**config.mk**
```make
export PLATFORM = sky130hd
export DESIGN_NAME = wait_insertion_unit
export DESIGN_NICKNAME = d
export VERILOG_FILES = /design/src/verilog/wait_ctrl_pkg.sv /design/src/verilog/wait_insertion_unit.sv /design/src/verilog/wait_pin_sync.sv
export SDC_FILE = /design/constraint.sdc
export NUM_CORES = 1
export LEC_CHECK = 0
export BUFFER_PORTS_ARGS = -buffer_cell sky130_fd_sc_hd__buf_2
export CAP_MARGIN = 20
export CORE_ASPECT_RATIO = 0.75
export CORE_MARGIN = 1
export CORE_UTILIZATION = 45
export DETAILED_ROUTE_END_ITERATION = 6
export PLACE_DENSITY = 0.86
export RECOVER_POWER = 100
export SYNTH_ARGS = -nofsm -noshare
export SYNTH_HDL_FRONTEND = slang
export SYNTH_SLANG_ARGS = --single-unit
```
**constraint.sdc**
```tcl
create_clock -name clk_sys_in -period 2.15 [get_ports clk_sys_in]
set_input_delay 0.215 -clock clk_sys_in [delete_from_list [all_inputs] [get_ports clk_sys_in]]
set_output_delay 0.215 -clock clk_sys_in [all_outputs]
set_load 0.01 [all_outputs]
```
**src/verilog/wait_ctrl_pkg.sv**
```systemverilog
package wait_ctrl_pkg;
  // Register map and field layout
  localparam logic [15:0] WAIT_STATE_CONTROL_ADDR = 16'hFF10;
  localparam logic [7:0] WAIT_STATE_CONTROL_RESET = 8'hF3;
  localparam logic [3:0] RESERVED_READ_VALUE = 4'hF;
  localparam int MODE_LSB = 2;
  localparam int COUNT_LSB = 0;
  localparam logic [1:0] MODE_PROGRAMMABLE = 2'h0;
  localparam logic [1:0] MODE_NO_WAIT = 2'h1;
  localparam logic [1:0] MODE_PIN_WAIT = 2'h2;
  localparam logic [1:0] MODE_PIN_AUTO = 2'h3;
  localparam logic [7:0] UNMAPPED_READ_VALUE = 8'h00;
  localparam int SYNC_STAGES = 2;
endpackage

```
**src/verilog/wait_insertion_unit.sv**
```systemverilog
// The strobed register port was decided locally.
`timescale 1ns/1ps
// How it works
// RULE1 - Reset loads the control register with programmable mode and three waits.
// RULE2 - Standby never touches the control register; only reset clears it.
// RULE3 - The upper four bits ignore writes and always read as ones.
// RULE4 - Bits 3:2 pick the mode: programmable, none, pin wait, pin auto-wait.
// RULE5 - Mode 01 inserts no wait states whatever the count is.
// RULE6 - Bits 1:0 hold a wait count from zero to three.
// RULE7 - A zero count inserts nothing except in pin wait mode.
// RULE8 - Only external CPU or transfer controller cycles are stretched.
// RULE9 - Programmable mode inserts exactly the counted waits.
// RULE10 - Programmable mode ignores the wait pin, leaving it general I/O.
// RULE11 - Both pin modes switch the shared port pin to its wait function.
// RULE12 - Pin wait mode adds the counted waits and more while the pin is low.
// RULE13 - Pin wait with zero count waits from bus_state_two while pin is low.
// RULE14 - Auto-wait samples the pin once in bus_state_two to choose the count.
// RULE15 - Auto-wait ignores the pin during waits and bus_state_three.
// RULE16 - Waits sit between bus_state_two and bus_state_three.
// RULE17 - After the counted waits, pin wait mode re-samples once per wait.
module wait_insertion_unit
  import wait_ctrl_pkg::*;
(
  input wire logic clk_sys_in,
  input wire logic rst_n_in,
  // Register port
  input wire logic [15:0] reg_addr_in,
  input wire logic [7:0] reg_wdata_in,
  input wire logic reg_wr_in,
  input wire logic reg_rd_in,
  output logic [7:0] reg_rdata_out,
  // Bus sequencer handshake
  input wire logic bus_state_two_in,
  input wire logic external_access_in,
  input wire logic standby_in,
  // Raw wait pin, active low, from the pad
  input wire logic wait_n_in,
  output logic insert_wait_out,
  output logic wait_pin_select_out,
  output logic [1:0] wait_count_out,
  output logic [1:0] wait_mode_out
);

  typedef enum logic [1:0] {IDLE, COUNTED, PIN_HOLD} wait_state_e;

  logic [1:0] mode;
  logic [1:0] count;
  logic [1:0] next_mode;
  logic [1:0] next_count;
  logic [7:0] next_rdata;
  logic wait_n_sync;
  wait_state_e state;
  wait_state_e next_state;
  logic [1:0] remain;
  logic [1:0] next_remain;
  logic next_insert;
  logic pin_low;
  logic pin_mode;

  // Wait pin crosses from the pad into the system clock domain
  wait_pin_sync u_sync (
    .clk_sys_in(clk_sys_in),
    .rst_n_in(rst_n_in),
    .async_in(wait_n_in),
    .sync_out(wait_n_sync)
  );

  // Control register write; standby input is deliberately not used here
  always_comb begin
    next_mode = mode;
    next_count = count;
    if (reg_wr_in && reg_addr_in == WAIT_STATE_CONTROL_ADDR) begin
      next_mode = reg_wdata_in[MODE_LSB +: 2]; // [RULE4]
      next_count = reg_wdata_in[COUNT_LSB +: 2]; // [RULE6]
    end
  end

  // Read data one cycle after the strobe; upper nibble fixed ones
  always_comb begin
    next_rdata = UNMAPPED_READ_VALUE;
    if (reg_rd_in && reg_addr_in == WAIT_STATE_CONTROL_ADDR) begin
      next_rdata = {RESERVED_READ_VALUE, mode, count}; // [RULE3]
    end
  end

  always_ff @(posedge clk_sys_in or negedge rst_n_in) begin
    if (!rst_n_in) begin
      // Only reset initialises; standby keeps contents [RULE1] [RULE2]
      mode <= WAIT_STATE_CONTROL_RESET[MODE_LSB +: 2];
      count <= WAIT_STATE_CONTROL_RESET[COUNT_LSB +: 2];
      reg_rdata_out <= UNMAPPED_READ_VALUE;
    end else begin
      mode <= next_mode;
      count <= next_count;
      reg_rdata_out <= next_rdata;
    end
  end

  assign pin_low = !wait_n_sync;
  // Pin modes claim the shared port pin [RULE11]
  assign pin_mode = mode[1];

  // Wait sequencer: decision taken in bus_state_two, waits follow [RULE16]
  always_comb begin
    next_state = state;
    next_remain = remain;
    next_insert = 1'b0;
    unique case (state)
      IDLE: begin
        // Only external cycles get waits [RULE8]
        if (bus_state_two_in && external_access_in) begin
          unique case (mode)
            MODE_PROGRAMMABLE: begin
              // Pin ignored here [RULE9] [RULE10] [RULE7]
              if (count != 2'h0) begin
                next_state = COUNTED;
                next_remain = count - 2'h1;
                next_insert = 1'b1;
              end
            end
            MODE_NO_WAIT: begin
              next_state = IDLE; // [RULE5]
            end
            MODE_PIN_WAIT: begin
              if (count != 2'h0) begin
                next_state = COUNTED; // [RULE12]
                next_remain = count - 2'h1;
                next_insert = 1'b1;
              end else if (pin_low) begin
                next_state = PIN_HOLD; // [RULE13]
                next_insert = 1'b1;
              end
            end
            MODE_PIN_AUTO: begin
              // Single sample of the pin; sync delay stands in for edge
              if (pin_low && count != 2'h0) begin
                next_state = COUNTED; // [RULE14] [RULE7]
                next_remain = count - 2'h1;
                next_insert = 1'b1;
              end
            end
          endcase
        end
      end
      COUNTED: begin
        if (remain != 2'h0) begin
          next_remain = remain - 2'h1;
          next_insert = 1'b1;
        end else if (mode == MODE_PIN_WAIT && pin_low) begin
          next_state = PIN_HOLD; // [RULE12] [RULE17]
          next_insert = 1'b1;
        end else begin
          next_state = IDLE; // Auto-wait never extends [RULE15]
        end
      end
      PIN_HOLD: begin
        // One re-sample per wait state [RULE17]
        if (pin_low) begin
          next_insert = 1'b1;
        end else begin
          next_state = IDLE;
        end
      end
      // The fourth enum code is unreachable; fall back to idle if upset
      default: begin
        next_state = IDLE;
        next_remain = 2'h0;
      end
    endcase
  end

  always_ff @(posedge clk_sys_in or negedge rst_n_in) begin
    if (!rst_n_in) begin
      state <= IDLE;
      remain <= 2'h0;
      insert_wait_out <= 1'b0;
      wait_pin_select_out <= 1'b0;
      wait_count_out <= WAIT_STATE_CONTROL_RESET[COUNT_LSB +: 2];
      wait_mode_out <= WAIT_STATE_CONTROL_RESET[MODE_LSB +: 2];
    end else begin
      state <= next_state;
      remain <= next_remain;
      insert_wait_out <= next_insert;
      wait_pin_select_out <= pin_mode; // [RULE11]
      wait_count_out <= count;
      wait_mode_out <= mode;
    end
  end

endmodule

```
**src/verilog/wait_pin_sync.sv**
```systemverilog
`timescale 1ns/1ps
// Two-flop synchroniser for the external wait pin
module wait_pin_sync
  import wait_ctrl_pkg::*;
(
  input wire logic clk_sys_in,
  input wire logic rst_n_in,
  input wire logic async_in,
  output logic sync_out
);
  logic [SYNC_STAGES-1:0] stage;
  logic [SYNC_STAGES-1:0] next_stage;

  // Shift chain; idle level is high so reset presets ones
  always_comb begin
    next_stage = {stage[SYNC_STAGES-2:0], async_in};
  end

  always_ff @(posedge clk_sys_in or negedge rst_n_in) begin
    if (!rst_n_in) begin
      stage <= '1;
    end else begin
      stage <= next_stage;
    end
  end

  assign sync_out = stage[SYNC_STAGES-1];
endmodule
```
# Word level (Yosys, flattened, before mapping)
# Cells that the tools add are included.
[classes]
muxes = 26
bitwise_logic = 1
n_reduce_logical = 13
eq_ne = 15
addsub = 2
[op_table]
columns = ["op", "n"]
rows = [
  ["two-way mux 2 bit", 12],
  ["equality test 16 bit (second input constant)", 1],
  ["case mux 2 bit (3 select lines)", 2],
  ["AND reduction 6 bit", 2],
  ["inequality test 3 bit (second input constant)", 3],
  ["two-way mux 8 bit", 1],
  ["case mux 2 bit (4 select lines)", 1],
  ["two-way mux 1 bit", 7],
  ["equality test 2 bit (second input constant)", 3],
  ["inequality test 2 bit (second input constant)", 3],
  ["case mux 1 bit (3 select lines)", 2],
  ["logical AND 1 bit", 5],
  ["equality test 2 x 1 -> 1 bit (second input constant)", 2],
  ["zero test 2 bit", 2],
  ["inequality test 4 bit (second input constant)", 1],
  ["case mux 2 bit (2 select lines)", 1],
  ["nonzero test 2 bit", 2],
  ["subtractor 2 x 1 -> 2 bit (second input constant)", 2],
  ["inequality test 3 x 2 -> 1 bit (second input constant)", 1],
  ["inequality test 2 x 1 -> 1 bit (second input constant)", 1],
  ["OR reduction 2 bit", 1],
  ["zero test 1 bit", 1],
  ["inverter 1 bit", 1],
]
[totals]
in_bits = 32
out_inout_bits = 14
wordCells = 67
register_bits = 24

# Longest topological paths before layout
[depth]
ltp_word = 6
ltp_mapped = 5
mapped_depth_nobuf = 4

# Cells and area by module
# A second synthesis with hierarchy kept.
[unflattened]
cells_unflattened = 76
hier_area_um2 = 929.6
[by_module_without_submodules]
columns = ["mod", "instances", "cells_per_inst", "area_each_um2", "seq_area_each_um2"]
rows = [
  ["wait_insertion_unit", 1, 74, 877.1, 455.4],
  ["wait_pin_sync", 1, 2, 52.6, 52.6],
]

# Worst setup path before layout
# Ideal clock, no wire load.
[synth_path]
path_kind = "flip-flop to flip-flop"
startpoint = "reg state[0]"
endpoint = "reg remain[1]"
path_buffers = 1
slack_ns = 0.554
arrival_ns = 1.478
stages_incl_launch_ff = 6
required_ns = 2.031
setup_ns = 0.119
synth_period_minus_slack_ns = 1.596
cell_sequence = "dfrtp_1 clkbuf_1 or2_1 a2111oi_4 o22ai_1 a21bo_1"
[synth_via]
elab_chain_len = 3
elab_cells_between_ends = 11
cone_classes = "7 x eq/ne; 1 x mux; 1 x bitwise; 2 x reduce/logical"
[synth_rtl]
columns = ["item", "line", "rtl"]
rows = [
  ["start, declared", "wait_insertion_unit.sv:52", "wait_state_e state;"],
  ["start signal, assigned", "wait_insertion_unit.sv:181", "state <= next_state;"],
  ["equality test 2 x 1 -> 1 bit, or another cell as far along", "wait_insertion_unit.sv:108", "unique case (state)"],
  ["inequality test 2 bit (no line), or another cell as far along", "n/a", ""],
  ["AND reduction 6 bit (no line)", "n/a", ""],
  ["end signal, assigned", "wait_insertion_unit.sv:182", "remain <= next_remain;"],
  ["end, declared", "wait_insertion_unit.sv:54", "logic [1:0] remain;"],
]
# Parallel ways exist; a longest one is shown, timed or not.
# A chain may end at the register's enable or synchronous reset.

# Final worst setup path
# Same ends and word-level chain as after synthesis.

==> results.sh <==
export IMPL_power_frac_seq_pct=59.7
export IMPL_cts_sinks=20
export IMPL_cp_required_ns=2.36
export IMPL_core_area_um2=2032
export IMPL_antenna_found_initial=0
export IMPL_drt_antenna_violating_nets=0
export IMPL_dr_pass1_iters=4
export IMPL_drtIter0Drc=16
export IMPL_grt_pass1_vias=735
export IMPL_yosys_warnings=0
export IMPL_crit_chain="or2_0 > a2111oi_4 > o22ai_1 > a21bo_1"
export IMPL_clockPowerShare_pct=33.8
export IMPL_p_leak_nw=0.5638
export IMPL_final_common_cell="buf_2"
export IMPL_worst_ir_drop_vdd_uv=398.7
export IMPL_post_route_drc_count=0
export IMPL_power_switching_mw=0.1343
export IMPL_syn_avg_cell_area_um2=12.46
export IMPL_n_fill_cell=193
export IMPL_whs_ns=0.1140
export IMPL_fp_row_count=14
export IMPL_p_sw_share_pct=20.89
export IMPL_syn_inst=79
export IMPL_tns_ns=0
export IMPL_placedCellCount=136
export IMPL_final_setup_viol_count=0
export IMPL_finalWorstSetupSlack_ns=0.4338
export IMPL_rsz0062_at_grt="no"
export IMPL_cap_violations=0
export IMPL_cp_buffers_inverters=0
export IMPL_synth_ff_type="dfrtp_1"
export IMPL_synth_seq_area_share_pct=51.59
export IMPL_cts_tree="done"
export IMPL_pre_cts_ws_ns=0.4022
export IMPL_use_met2_pct=31.43
export IMPL_post_route_util_pct=58.50
export IMPL_hpwl_um=1478
export IMPL_met3_usage_pct=7.099
export IMPL_p_int_mw=0.5086
export IMPL_multiInputGateArea_um2=409.1
export IMPL_critPathCaptureType="flop"
export IMPL_place_area_um2=1174
export IMPL_vias=773
export IMPL_clkTransAtPathRegs_ns=0.11
export IMPL_die_h_um=42.51
export IMPL_final_cell_mix="buf_2, clkbuf_1, dfrtp_1"
export IMPL_synth_distinct_cells=34
export IMPL_gp_congestion=0.8664
export IMPL_fp_dieW_um=56.02
export IMPL_fin_total_pwr_mw=0.6429
export IMPL_grt_start_max_net_pins=21
export IMPL_final_layout_size_suffix_gt1_share_pct=36.44
export IMPL_clk_latency_ns=0.30
export IMPL_dieArea_um2=2381
export IMPL_grt_pass1_wl_um=3312
export IMPL_seq_area_um2=508.0
export IMPL_ctsHtreeMaxLevel=1
export IMPL_wl_per_cell_um=13.30
export IMPL_synth_seq_cells=20
export IMPL_grt_use_total_pct=18.24
export IMPL_syn_area_um2=984.7
export IMPL_grt_ovfl_total=0
export IMPL_final_setup_skew_ns=0.001709
export IMPL_worstSetupPathType="flop to flop"
export IMPL_io_pins=46
export IMPL_cts_max_path_buffers=2
export IMPL_tightest_slew_ns=1.011
export IMPL_n_antenna_cell=0
export IMPL_status="completed"
export IMPL_use_met1_pct=21.20
export IMPL_clockRootBuffer="clkbuf_4"
export IMPL_period_needed_ns=1.716
export IMPL_max_stage_delay_ns=0.48
export IMPL_cts_buffers=3
export IMPL_slew_viol_final=0
export IMPL_slowest_stage="dfrtp_1"
export IMPL_fmax_mhz=582.7
export IMPL_power_frac_comb_pct=6.5
export IMPL_nets=151
export IMPL_routed_wl_um=1888
export IMPL_async_flop_share_pct=100.0
export IMPL_critPathArrivalTime_ns=1.92
export IMPL_ctsResizeCount=0
export IMPL_grt_busiest_layer="met2"
export IMPL_port_buffers=40
export IMPL_initial_utilization_pct=48.46
export IMPL_stdcell_area_um2=1189
export IMPL_synth_nets=111
export IMPL_power_density_nw_per_um2=540.9
export IMPL_period_share_pct=79.82
export IMPL_vias_per_cell=5.444
export IMPL_path_max_fanout=9
export IMPL_synth_edf_count=0
export IMPL_relSlewSlack_pct=32.63
export IMPL_finalHoldViolCount=0
export IMPL_min_path_type="primary input to flop"
export IMPL_fin_cells=142
export IMPL_crit_path_start_kind="flop"
export IMPL_crit_family="compound AO/OA/AOI/OAI gates"
export IMPL_syn_to_final_growth_pct=20.71
repair_timing:
action / 4_1_cts / 5_1_grt
endpoints found under the hold margin: 15 / 0
hold buffers: 2 / 0
buffers inserted: 0 / 0
cell families (layout without fill, tap and decap cells):
kind of cell | after synthesis | in the layout | synth area share, %
xor+xnor | 1 | 1 | 0.8896
fa+ha+maj | 1 | 1 | 1.017
compound gates | 15 | 15 | 12.58
flops | 20 | 20 | 51.59
buf+inv | 8 | 47 | 4.574
mux | 4 | 4 | 6.099
simple gates | 30 | 30 | 23.25
state kept, by name, summed over array words and instances, names as in the netlist:
name and count:
count 2, mode 2, state 2, wait_mode_out 2, remain 2, wait_count_out 2, reg_rdata_out 5, u_sync.stage 2
insert_wait_out 1
final cells by class:
type                            count  area share, %
Inverter                            1         0.3158
Multi-Input combinational cell     51          34.42
Sequential cell                    20          42.74
Clock buffer                        4          3.053
Tap cell                           24          2.526
Timing Repair Buffer               42          16.95
power groups by stage:
stage	Combinational (mW)	Sequential, mW	Clock, mW
after floorplan	0.00986	0.390	0
after global placement	0.0408	0.391	0
after detailed placement	0.0425	0.391	0
after CTS	0.0452	0.384	0.225
after global routing	0.0472	0.384	0.239
final	0.0420	0.384	0.217
cells in the mapped netlist, types with 3 or more instances:
cell | count | area, um2
nor2_1 | 7 | 26.28
nand2b_1 | 3 | 18.77
clkbuf_1 | 3 | 11.26
and3_2 | 4 | 30.03
o21ai_0 | 3 | 15.01
mux2_4 | 4 | 60.06
nor3_1 | 3 | 15.01
buf_4 | 4 | 30.03
dfrtp_1 | 14 | 350.3
dfstp_2 | 6 | 157.7
o31ai_1 | 3 | 22.52
worst reg2reg max path, stage by stage, from the launching register on:
cell and delay (ns):
dfrtp_1 0.48, or2_0 0.34, a2111oi_4 0.45, o22ai_1 0.15, a21bo_1 0.20
final timing paths:
path / startpoint / endpoint / slack [ns] / cells past startpoint
setup / recovery: state[0] / remain[1] / 0.43 / 4
hold / removal: reg_wdata_in[2] / mode[0] / 0.11 / 2
setup reg to reg: state[0] / remain[1] / 0.43 / 4
hold reg to reg: u_sync.stage[0] / u_sync.stage[1] / 0.36 / 0
max in group asynchronous: rst_n_in / remain[1] / 0.96 / 2
min in group asynchronous: rst_n_in / remain[0] / 0.59 / 2
routing by layer:
metal	share of wire [%]	vias up	routed length, um
met5	0	-	0
met4	1.8	0	34
met3	8.6	4	162
met2	48	37	911
met1	41	370	780
li1	-	362	-
No activity file was read; power rests on OpenSTA's default activity.
